$ cat config.mk
export PLATFORM = sky130hd
export DESIGN_NAME = usb_gen_cmd_device_flat
export DESIGN_NICKNAME = d
export VERILOG_FILES = /design/src/usb_gen_cmd_pkg.sv /design/src/usb_cmd_port_if.sv /design/src/usb_gen_cmd_device.sv /design/src/flat_wrapper.sv
export SDC_FILE = /design/constraint.sdc
export NUM_CORES = 1
export LEC_CHECK = 0
export BUFFER_PORTS_ARGS = -buffer_cell sky130_fd_sc_hd__buf_4
export CAP_MARGIN = 15
export CORE_ASPECT_RATIO = 1.75
export CORE_MARGIN = 8
export CORE_UTILIZATION = 38
export DETAILED_ROUTE_END_ITERATION = 8
export GPL_ROUTABILITY_DRIVEN = 0
export PLACE_DENSITY = 0.63
export SYNTH_ARGS = -nofsm -noshare
export SYNTH_HDL_FRONTEND = slang
export SYNTH_SLANG_ARGS = --single-unit
$ cat constraint.sdc
create_clock -name clk_sys -period 3.3 [get_ports clk_sys]
set_clock_uncertainty 0.2 [all_clocks]
set_input_delay 0.495 -clock clk_sys [delete_from_list [all_inputs] [get_ports clk_sys]]
set_output_delay 0.495 -clock clk_sys [all_outputs]
set_load 0.03 [all_outputs]
$ cat src/usb_gen_cmd_pkg.sv
// Shared constants and decoders for the general-command register set
package usb_gen_cmd_pkg;

    localparam logic [7:0]  CMD_UNLOCK      = 8'hb0;
    localparam logic [7:0]  CMD_SCRATCH_WR  = 8'hb2;
    localparam logic [7:0]  CMD_SCRATCH_RD  = 8'hb3;
    localparam logic [7:0]  CMD_FRAME_RD    = 8'hb4;
    localparam logic [7:0]  CMD_PART_RD     = 8'hb5;
    localparam logic [7:0]  CMD_IRQ_RD      = 8'hc0;
    localparam logic [15:0] UNLOCK_KEY      = 16'haa37;
    localparam logic [14:0] SCRATCH_RESET   = 15'h0000;
    localparam logic [31:0] IRQ_RESET       = 32'h0000_0000;
    localparam logic [10:0] FRAME_RESET     = 11'h000;
    // Bits 0,1,3,4,6 self-clear when the register is read
    localparam logic [31:0] IRQ_READ_CLEAR  = 32'h0000_005b;
    localparam int          IRQ_BUS_STATE   = 7;
    localparam int          IRQ_EP_LSB      = 8;
    localparam int          IRQ_EP_MSB      = 23;
    localparam int          SCRATCH_WIDTH   = 15;
    localparam int          FRAME_WIDTH     = 11;

    // Data phases a command carries: bytes on 8-bit, words on 16-bit
    function automatic logic [2:0] phase_count(input logic [7:0] cmd, input logic wide);
        logic [2:0] n;
        n = 3'h0;
        case (cmd)
            CMD_UNLOCK, CMD_SCRATCH_WR, CMD_SCRATCH_RD,
            CMD_FRAME_RD, CMD_PART_RD: n = wide ? 3'h1 : 3'h2;
            CMD_IRQ_RD:                n = wide ? 3'h2 : 3'h4;
            default:                   n = 3'h0;
        endcase
        return n;
    endfunction

    function automatic logic is_write_cmd(input logic [7:0] cmd);
        return (cmd == CMD_UNLOCK) || (cmd == CMD_SCRATCH_WR);
    endfunction

endpackage

$ cat src/usb_cmd_port_if.sv
// Parallel command/data port between microcontroller and controller
`timescale 1ns/1ps
interface usb_cmd_port_if;
    logic        command_data_select;
    logic        wr_strobe;
    logic        rd_strobe;
    logic [15:0] host_data;
    logic [15:0] dev_data;
    logic        dev_valid;

    modport device (
        input  command_data_select,
        input  wr_strobe,
        input  rd_strobe,
        input  host_data,
        output dev_data,
        output dev_valid
    );

    modport host (
        output command_data_select,
        output wr_strobe,
        output rd_strobe,
        output host_data,
        input  dev_data,
        input  dev_valid
    );
endinterface

$ cat src/usb_gen_cmd_device.sv
// Controller end: general-command register set behind the command port
`timescale 1ns/1ps
module usb_gen_cmd_device
    import usb_gen_cmd_pkg::*;
#(
    parameter logic [7:0] PART_CODE       = 8'h5a,  // Arbitrary value
    parameter logic [7:0] SILICON_VERSION = 8'h10   // Arbitrary value
) (
    // Clock and reset
    input  wire logic        clk_sys,
    input  wire logic        rst_n,
    // Command port
    usb_cmd_port_if.device   port,
    // Bus width strap, 1 = 16-bit
    input  wire logic        bus_wide,
    // USB engine events and state
    input  wire logic        bus_suspended_state,
    input  wire logic        sof_good,
    input  wire logic [10:0] sof_frame,
    input  wire logic [6:0]  low_events,
    input  wire logic [15:0] endpoint_events,
    input  wire logic [15:0] endpoint_status_read,
    // Visible state
    output logic [31:0]      interrupt_sources,
    output logic [14:0]      scratch_word,
    output logic             write_locked
);

    logic [7:0]  cmd_r;
    logic [2:0]  phase_r;
    logic [7:0]  key_low_r;
    logic [31:0] snap_r;
    logic [31:0] irq_r;
    logic [14:0] scratch_r;
    logic [10:0] frame_r;
    logic        locked_r;
    logic [15:0] rdata_r;
    logic        rvalid_r;

    logic        cmd_wr;
    logic        data_wr;
    logic        data_rd;
    logic        in_range;
    logic        commit;
    logic [15:0] commit_val;
    logic        irq_read;
    logic [31:0] irq_live;

    ////////////////////////////////////////////////////////////////////////////
    // Phase decode

    assign cmd_wr   = port.wr_strobe && port.command_data_select;
    assign data_wr  = port.wr_strobe && !port.command_data_select;
    assign data_rd  = port.rd_strobe && !port.command_data_select;
    assign in_range = phase_r < phase_count(cmd_r, bus_wide);

    // Completed write value: whole word, or last byte over stored low byte
    assign commit = data_wr && in_range && is_write_cmd(cmd_r)
                    && (bus_wide || phase_r == 3'h1);
    assign commit_val = bus_wide ? port.host_data
                                 : {port.host_data[7:0], key_low_r};

    // A locked device does not clear anything on a refused read
    assign irq_read = cmd_wr && (port.host_data[7:0] == CMD_IRQ_RD) && !locked_r;

    always_comb begin
        irq_live = irq_r;
        irq_live[IRQ_BUS_STATE] = bus_suspended_state;
    end

    always_ff @(posedge clk_sys) begin
        if (!rst_n) begin
            cmd_r   <= 8'h00;
            phase_r <= 3'h0;
        end else if (cmd_wr) begin
            cmd_r   <= port.host_data[7:0];
            phase_r <= 3'h0;
        end else if ((data_wr || data_rd) && in_range) begin
            phase_r <= phase_r + 3'h1;
        end
    end

    always_ff @(posedge clk_sys) begin
        if (!rst_n) begin
            key_low_r <= 8'h00;
        end else if (data_wr && !bus_wide && phase_r == 3'h0) begin
            key_low_r <= port.host_data[7:0];
        end
    end

    ////////////////////////////////////////////////////////////////////////////
    // Write protection

    // Suspend wins over the key in the same cycle, so the lock cannot be lost
    always_ff @(posedge clk_sys) begin
        if (!rst_n) begin
            locked_r <= 1'b0;
        end else if (bus_suspended_state) begin
            locked_r <= 1'b1;
        end else if (commit && cmd_r == CMD_UNLOCK && commit_val == UNLOCK_KEY) begin
            locked_r <= 1'b0;
        end
    end

    ////////////////////////////////////////////////////////////////////////////
    // Scratch and frame number

    always_ff @(posedge clk_sys) begin
        if (!rst_n) begin
            scratch_r <= SCRATCH_RESET;
        end else if (commit && cmd_r == CMD_SCRATCH_WR && !locked_r) begin
            scratch_r <= commit_val[SCRATCH_WIDTH-1:0];
        end
    end

    // Bus reset leaves the old count; it is meaningless until the next frame
    always_ff @(posedge clk_sys) begin
        if (!rst_n) begin
            frame_r <= FRAME_RESET;
        end else if (sof_good) begin
            frame_r <= sof_frame;
        end
    end

    ////////////////////////////////////////////////////////////////////////////
    // Interrupt sources

    // Logged with no regard to enables; a new event beats a same-cycle clear
    genvar gi;
    generate
        for (gi = 0; gi < 32; gi++) begin : g_irq
            if (gi < IRQ_BUS_STATE) begin : g_low
                always_ff @(posedge clk_sys) begin
                    if (!rst_n) begin
                        irq_r[gi] <= IRQ_RESET[gi];
                    end else if (low_events[gi]) begin
                        irq_r[gi] <= 1'b1;
                    end else if (irq_read && IRQ_READ_CLEAR[gi]) begin
                        irq_r[gi] <= 1'b0;
                    end
                end
            end else if (gi >= IRQ_EP_LSB && gi <= IRQ_EP_MSB) begin : g_ep
                always_ff @(posedge clk_sys) begin
                    if (!rst_n) begin
                        irq_r[gi] <= IRQ_RESET[gi];
                    end else if (endpoint_events[gi-IRQ_EP_LSB]) begin
                        irq_r[gi] <= 1'b1;
                    end else if (endpoint_status_read[gi-IRQ_EP_LSB]) begin
                        irq_r[gi] <= 1'b0;
                    end
                end
            end else begin : g_rsv
                assign irq_r[gi] = 1'b0;
            end
        end
    endgenerate

    ////////////////////////////////////////////////////////////////////////////
    // Read snapshot and answer

    // Snapshot at the command so multi-byte reads are self-consistent
    always_ff @(posedge clk_sys) begin
        if (!rst_n) begin
            snap_r <= 32'h0000_0000;
        end else if (cmd_wr) begin
            case (port.host_data[7:0])
                CMD_SCRATCH_RD: snap_r <= {17'h00000, scratch_r};
                CMD_FRAME_RD:   snap_r <= {21'h000000, frame_r};
                CMD_PART_RD:    snap_r <= {16'h0000, PART_CODE, SILICON_VERSION};
                CMD_IRQ_RD:     snap_r <= irq_live;
                default:        snap_r <= 32'h0000_0000;
            endcase
        end
    end

    // Locked, out of range or write-only reads answer zero
    always_ff @(posedge clk_sys) begin
        if (!rst_n) begin
            rdata_r  <= 16'h0000;
            rvalid_r <= 1'b0;
        end else begin
            rvalid_r <= data_rd;
            if (!data_rd || !in_range || locked_r || is_write_cmd(cmd_r)) begin
                rdata_r <= 16'h0000;
            end else if (bus_wide) begin
                rdata_r <= phase_r[0] ? snap_r[31:16] : snap_r[15:0];
            end else begin
                case (phase_r[1:0])
                    2'h0:    rdata_r <= {8'h00, snap_r[7:0]};
                    2'h1:    rdata_r <= {8'h00, snap_r[15:8]};
                    2'h2:    rdata_r <= {8'h00, snap_r[23:16]};
                    default: rdata_r <= {8'h00, snap_r[31:24]};
                endcase
            end
        end
    end

    always_ff @(posedge clk_sys) begin
        if (!rst_n) begin
            interrupt_sources <= IRQ_RESET;
            scratch_word      <= SCRATCH_RESET;
            write_locked      <= 1'b0;
        end else begin
            interrupt_sources <= irq_live;
            scratch_word      <= scratch_r;
            write_locked      <= locked_r;
        end
    end

    assign port.dev_data  = rdata_r;
    assign port.dev_valid = rvalid_r;

endmodule

$ cat src/flat_wrapper.sv
// flat-port wrapper written by rule: the top's interface ports become plain ports
module usb_gen_cmd_device_flat import usb_gen_cmd_pkg::*;
#(
    parameter logic [7:0] PART_CODE       = 8'h5a,                    
    parameter logic [7:0] SILICON_VERSION = 8'h10                     
)
  (clk_sys, rst_n, bus_wide, bus_suspended_state, sof_good, sof_frame, low_events, endpoint_events, endpoint_status_read, interrupt_sources, scratch_word, write_locked, port_command_data_select, port_wr_strobe, port_rd_strobe, port_host_data, port_dev_data, port_dev_valid);
  usb_cmd_port_if port_i ();
  input  wire logic clk_sys;
  input  wire logic rst_n;
  input  wire logic bus_wide;
  input  wire logic bus_suspended_state;
  input  wire logic sof_good;
  input  wire logic [10:0] sof_frame;
  input  wire logic [6:0] low_events;
  input  wire logic [15:0] endpoint_events;
  input  wire logic [15:0] endpoint_status_read;
  output logic [31:0] interrupt_sources;
  output logic [14:0] scratch_word;
  output logic write_locked;
  input wire logic [$bits(port_i.command_data_select)-1:0] port_command_data_select;
  input wire logic [$bits(port_i.wr_strobe)-1:0] port_wr_strobe;
  input wire logic [$bits(port_i.rd_strobe)-1:0] port_rd_strobe;
  input wire logic [$bits(port_i.host_data)-1:0] port_host_data;
  output wire logic [$bits(port_i.dev_data)-1:0] port_dev_data;
  output wire logic [$bits(port_i.dev_valid)-1:0] port_dev_valid;
  assign port_i.command_data_select = port_command_data_select;
  assign port_i.wr_strobe = port_wr_strobe;
  assign port_i.rd_strobe = port_rd_strobe;
  assign port_i.host_data = port_host_data;
  assign port_dev_data = port_i.dev_data;
  assign port_dev_valid = port_i.dev_valid;
  usb_gen_cmd_device #(.PART_CODE(PART_CODE), .SILICON_VERSION(SILICON_VERSION)) u_core (.clk_sys(clk_sys), .rst_n(rst_n), .port(port_i), .bus_wide(bus_wide), .bus_suspended_state(bus_suspended_state), .sof_good(sof_good), .sof_frame(sof_frame), .low_events(low_events), .endpoint_events(endpoint_events), .endpoint_status_read(endpoint_status_read), .interrupt_sources(interrupt_sources), .scratch_word(scratch_word), .write_locked(write_locked));
endmodule
# ---- After elaboration in Yosys (flattened, before gate mapping)
# Cells that the tools add are included.
dict set report totals {
  register_bits 166
  input_bits 74
  out_inout_bits 65
  elab_cells 154
}
dict set report classes {
  n_addsub 1
  magnitude_cmp 1
  n_eq_ne 14
  n_mux 48
  bitwise_logic 1
  reduce_logical 53
}
# cell n
set op_table {}
lappend op_table {{$pmux 24 s4} 1}
lappend op_table {{$eq 8x8->1 const B} 10}
lappend op_table {{$mux 16} 3}
lappend op_table {{$reduce_bool 2->1} 22}
lappend op_table {{$mux 1} 40}
lappend op_table {{$pmux 8 s3} 1}
lappend op_table {{$eq 16x16->1 const B} 1}
lappend op_table {{$logic_and 1x1->1} 15}
lappend op_table {{$logic_or 1x1->1} 6}
lappend op_table {{$pmux 3 s2} 1}
lappend op_table {{$logic_not 1->1} 5}
lappend op_table {{$reduce_or 5->1} 1}
lappend op_table {{$reduce_or 2->1} 2}
lappend op_table {{$add 3x1->3 const B} 1}
lappend op_table {{$eq 3x1->1 const B} 1}
lappend op_table {{$logic_not 3->1} 1}
lappend op_table {{$lt 3x3->1} 1}
lappend op_table {{$mux 3} 1}
lappend op_table {{$eq 2x1->1 const B} 1}
lappend op_table {{$eq 2x2->1 const B} 1}
lappend op_table {{$logic_not 2->1} 1}
lappend op_table {{$mux 2} 1}
lappend op_table {{$not 1->1} 1}

# ---- Longest topological paths before layout
dict set report depth {
  depth_word 11
  mapped_depth 8
  ltp_nobuf 8
}

# ---- Worst setup path before layout
# No wires, ideal clock.
dict set report synth_timing {
  path_kind {input-to-reg}
  from {input bus_wide}
  to {register u_core.scratch_r[0]}
  setup_time_ns 0.121
  t_arrival_ns 2.839
  required_ns 2.979
  setup_slack_ns 0.140
  path_stages 8
  n_path_buf 3
  cell_sequence {buf_1 -> clkbuf_1 -> mux2_2 -> ha_1 -> o211a_4 -> nor4_4 -> buf_8 -> mux2_4}
}
dict set report synth_via {
  elab_chain_cells 8
}
# item line_no
set synth_lines {}
lappend synth_lines {{start, declared} flat_wrapper.sv:11} ;# input wire logic bus_wide;
lappend synth_lines {{$mux 2 / $mux 3 (equally long branches)} {usb_gen_cmd_pkg.sv:28, usb_gen_cmd_pkg.sv:29}}
lappend synth_lines {{$pmux 3 s2} usb_gen_cmd_pkg.sv:26} ;# case (cmd)
lappend synth_lines {{$lt 3x3->1} usb_gen_cmd_device.sv:55} ;# assign in_range = phase_r < phase_count(cmd_r, bus_wide);
lappend synth_lines {{$logic_and 1x1->1 (2 in series)} usb_gen_cmd_device.sv:58} ;# assign commit = data_wr && in_range && is_write_cmd(cmd_r)
lappend synth_lines {{$logic_and 1x1->1} usb_gen_cmd_device.sv:59} ;# && (bus_wide || phase_r == 3'h1);
lappend synth_lines {{$logic_and 1x1->1 (2 in series)} usb_gen_cmd_device.sv:111} ;# end else if (commit && cmd_r == CMD_SCRATCH_WR && !locked_r) begin
lappend synth_lines {{end signal, assigned} usb_gen_cmd_device.sv:112} ;# scratch_r <= commit_val[SCRATCH_WIDTH-1:0];
lappend synth_lines {{end, declared} usb_gen_cmd_device.sv:34} ;# logic [14:0] scratch_r;
# Parallel ways exist; a longest one is shown, timed or not.
# A chain may end at the register's enable or synchronous reset.

# ---- Final worst setup path
dict set report layout_timing {
  from {register u_core.cmd_r[1]}
  to {register u_core.rdata_r[13], in the netlist u_core.port.dev_data[13]}
}
dict set report layout_via {
  elab_chain_cells 9
}
# item line_no
set layout_lines {}
lappend layout_lines {{start, declared} usb_gen_cmd_device.sv:29} ;# logic [7:0] cmd_r;
lappend layout_lines {{start signal, assigned} usb_gen_cmd_device.sv:76} ;# cmd_r <= port.host_data[7:0];
lappend layout_lines {{$eq 8x8->1 (on tied branches)} {usb_gen_cmd_pkg.sv:26, usb_gen_cmd_pkg.sv:36}}
lappend layout_lines {{$reduce_or 5->1} usb_gen_cmd_pkg.sv:26}
lappend layout_lines {{$pmux 3 s2} usb_gen_cmd_pkg.sv:26}
lappend layout_lines {{$lt 3x3->1} usb_gen_cmd_device.sv:55}
lappend layout_lines {{$logic_not 1->1} usb_gen_cmd_device.sv:183} ;# if (!data_rd || !in_range || locked_r || is_write_cmd(cmd_r)) begin
lappend layout_lines {{$logic_or 1x1->1 (2 in series)} usb_gen_cmd_device.sv:183}
lappend layout_lines {{$logic_or 1x1->1 (*)} usb_gen_cmd_device.sv:183}
lappend layout_lines {{$reduce_or 2->1 (no line) (*)} --}
lappend layout_lines {{end signal, assigned} usb_gen_cmd_device.sv:186} ;# rdata_r <= phase_r[0] ? snap_r[31:16] : snap_r[15:0];
lappend layout_lines {{end signal, assigned} usb_gen_cmd_device.sv:189} ;# 2'h0: rdata_r <= {8'h00, snap_r[7:0]};
lappend layout_lines {{end signal, assigned} usb_gen_cmd_device.sv:190} ;# 2'h1: rdata_r <= {8'h00, snap_r[15:8]};
lappend layout_lines {{end, declared} usb_gen_cmd_device.sv:37} ;# logic [15:0] rdata_r;
# Mark *: on every way between the ends. The rest lies on a longest branch, timed or not.

==> results.cfg <==
[logic_synthesis]
synth_warnings = 0
ys_seq_area_frac = 0.518
synthFlopType = sky130_fd_sc_hd__dfxtp_1
synth_seq_cells = 150
largest_family_of_logic_cells_by_synthesized_area = simple AND/OR/NAND/NOR gates
synthMuxAreaShare = 0.0833
synth_compound_area_frac = 0.154
synthDominantCellAreaShare = 0.518
syn-cell-area_um2 = 5800
synth-edff-count = 0
synth_cell_types = 56
postSynthAreaPerCell_um2 = 10.3
yosysMostFrequentCell = sky130_fd_sc_hd__dfxtp_1
synth_largest_area_cell = sky130_fd_sc_hd__dfxtp_1
synth_top_cells_by_count = sky130_fd_sc_hd__dfxtp_1, sky130_fd_sc_hd__nor2b_1, sky130_fd_sc_hd__nand2_1
synth_cells = 563
synthSimpleGateAreaFrac = 0.189
synth-async-reset-ratio = 0
synth-adder-area-share = 0.0130
yosys.area_share.xor_xnor = 0
synth_top_cells_by_area = sky130_fd_sc_hd__dfxtp_1, sky130_fd_sc_hd__nor2b_1, sky130_fd_sc_hd__mux2i_1, sky130_fd_sc_hd__and2_1, sky130_fd_sc_hd__a22o_1

[clock_network]
clock_tree.buffer_depth = 2
clock_sink_count = 150
cts.repair_timing.setup_buffer_count = 0
path_clk_slew_ps = 60
post_cts.resized_instances = 0
numCtsBuffers = 17
cts_tree = done
clk_root_buffer_cell = sky130_fd_sc_hd__clkbuf_16
cts_htree_levels = 4
worstSkewPairLatency_ps = 410
hold_buffers = 0

[sta]
worst_path_setup_slack_after_routing_ps = 345
timing.fmax_mhz = 338
timing.hold.ws_ps = 87.4
worst_tran_pin_value_ps = 620
timing.max_slew.rel_slack = 0.584
final-setup-viol-count = 0
timing.final.hold_violations = 0
timing_max_transition_violations_final = 0
final.period_utilization = 0.895
unrepaired_setup_endpoints_after_global_routing = no
finalWorstPathRequiredPeriod_ps = 2950
setup_tns_ps = 0

[die]
fp-row-count = 60
floorplan_die_height_um = 179
fp.dieW_um = 109
core_area_um2 = 15200
num_io_pins = 139
initial_utilization = 0.382
design.die.area_um2 = 19600

[place]
half_perimeter_wire_length_after_detailed_placement_um = 11800
number_of_buffers_added_on_ports = 130
pre_cts_slack_ps = 379
postPlaceCellArea_um2 = 6890

[power_and_ir_drop]
max-vdd-ir-drop_mv = 0.298
power_leakage_nw = 3.19
power_density_nw_per_um2 = 563

[layout]
area_growth_syn_to_layout_pct = 29.6
layout.nets = 764
fin_area_um2 = 7510
fraction_of_layout_cells_with_a_size_suffix_above_1 = 0.265
antenna_cells_inserted = 0

[route]
drt-initial-drc-count = 261
route.detailed.wl_per_inst_um = 17.6
remaining_drc_errors = 0
dr_total_vias = 4447
routed_wire_length_um = 15500
drt_pass1_iterations = 7
route.antenna.remaining_nets = 0
post_drt_via_cell_ratio = 5.05

[global_route]
gr-total-overflow = 0
pin_count_of_the_biggest_net_entering_global_routing = 59
grt_pass1_vias = 4695
grtUsageTotal = 0.159
antenna_found_initial = 0
grt_first_pass_wirelength_um = 24000

[critical_path]
critical_path_peak_fanout = 8
worst-r2r-cell-count = 8
worst_setup_path_end_kind = register
critical_path.startpoint_type = register
critical_path_required_ps = 3440
worst-endpoint-arrival_ps = 3100
worstSetupPathType = reg2reg

[flow_run]
drv_cap = 0

[status]
outcome = finished, final reports clean

[hold_path]
timing.hold.worst_path_depth = 2
min-delay-path-class = in2reg
stage by stage:
| step | utilization | total power [mW] | cells |
|---|---|---|---|
| 4_1_cts | 0.495 | 4.27 | 881 |
| 5_1_grt | 0.495 | 4.38 | 881 |
| 3_5_place_dp | 0.454 | 2.26 | 851 |
| 2_1_floorplan | - | 2.11 | 570 |
| 6_report | 0.495 | 4.23 | 881 |
| 3_3_place_gp | 0.454 | 2.25 | 851 |
worst max-delay path: stages, from the launching register on:
cell                       delay [ps]
sky130_fd_sc_hd__dfxtp_1          420
sky130_fd_sc_hd__nor3b_1           80
sky130_fd_sc_hd__a2111o_1         400
sky130_fd_sc_hd__mux2_2           290
sky130_fd_sc_hd__ha_1             200
sky130_fd_sc_hd__a21o_1           220
sky130_fd_sc_hd__nor4b_1          470
sky130_fd_sc_hd__and2_0           380
sky130_fd_sc_hd__and3_1           210
worst paths after layout:
kind | endpoint | slack (ps) | start
max | u_core.port.dev_data[13] | 350 | u_core.cmd_r[1]
min | u_core.irq_live[23] | 90 | endpoint_events[15]
min reg2reg | u_core.scratch_word[1] | 270 | u_core.scratch_r[1]
max reg2reg | u_core.port.dev_data[13] | 350 | u_core.cmd_r[1]
area by class of cell:
type                    instances  area (um^2)
fillers                      1440         7660
flip-flops and latches        150         3000
multi-input cells             366         2580
inverters                      13         48.8
repair buffers                136         1020
well taps                     186          233
clock inverters                11          175
clock buffers                  19          443
registers in the layout (all words and copies together) (netlist names):
signal / flops
u_core.phase_r: 3
u_core.key_low_r: 8
u_core.irq_live: 23
u_core.scratch_r: 15
u_core.port.dev_data: 16
u_core.scratch_word: 15
u_core.frame_r: 11
u_core.locked_r: 1
u_core.snap_r: 24
u_core.interrupt_sources: 24
u_core.cmd_r: 8
u_core.write_locked: 1
u_core.port.dev_valid: 1
cell families (layout without fill, tap and decap cells):
group	Yosys count	after routing
simple gates	194	194
flops	150	150
compound gates	112	112
buf+inv	54	179
mux	46	46
fa+ha+maj	6	6
other cells	1	8
placed cells by master (no fill, tap or decap), drive strengths merged, types with 5 or more instances in the layout:
cell type and instances:
a21boi 8, a21oi 9, a222oi 8, a22o 24, a22oi 11, and2 37
and3 11, buf 136, clkbuf 19, conb 8, dfxtp 150, ha 6
inv 14, mux2 12, mux2i 34, nand2 41, nand3 5, nor2 19
nor2b 55, nor3 6, o21a 18, o21ai 6, o2bb2ai 9
power breakdown:
group | total, mW | internal (mW) | switching (mW) | leakage [nW]
Clock | 2.01 | 1.28 | 0.729 | 0.295
Combinational | 0.320 | 0.147 | 0.172 | 1.67
Sequential | 1.90 | 1.86 | 0.0322 | 1.22
metal layers:
metal	track usage	vias to the layer above	share of wire
met5	0	-	0
met4	0.0951	0	0.032
met3	0.0383	26	0.055
met2	0.284	132	0.54
met1	0.163	2079	0.38
li1	-	2210	-
Note: power is estimated with default switching activity, not from simulation.
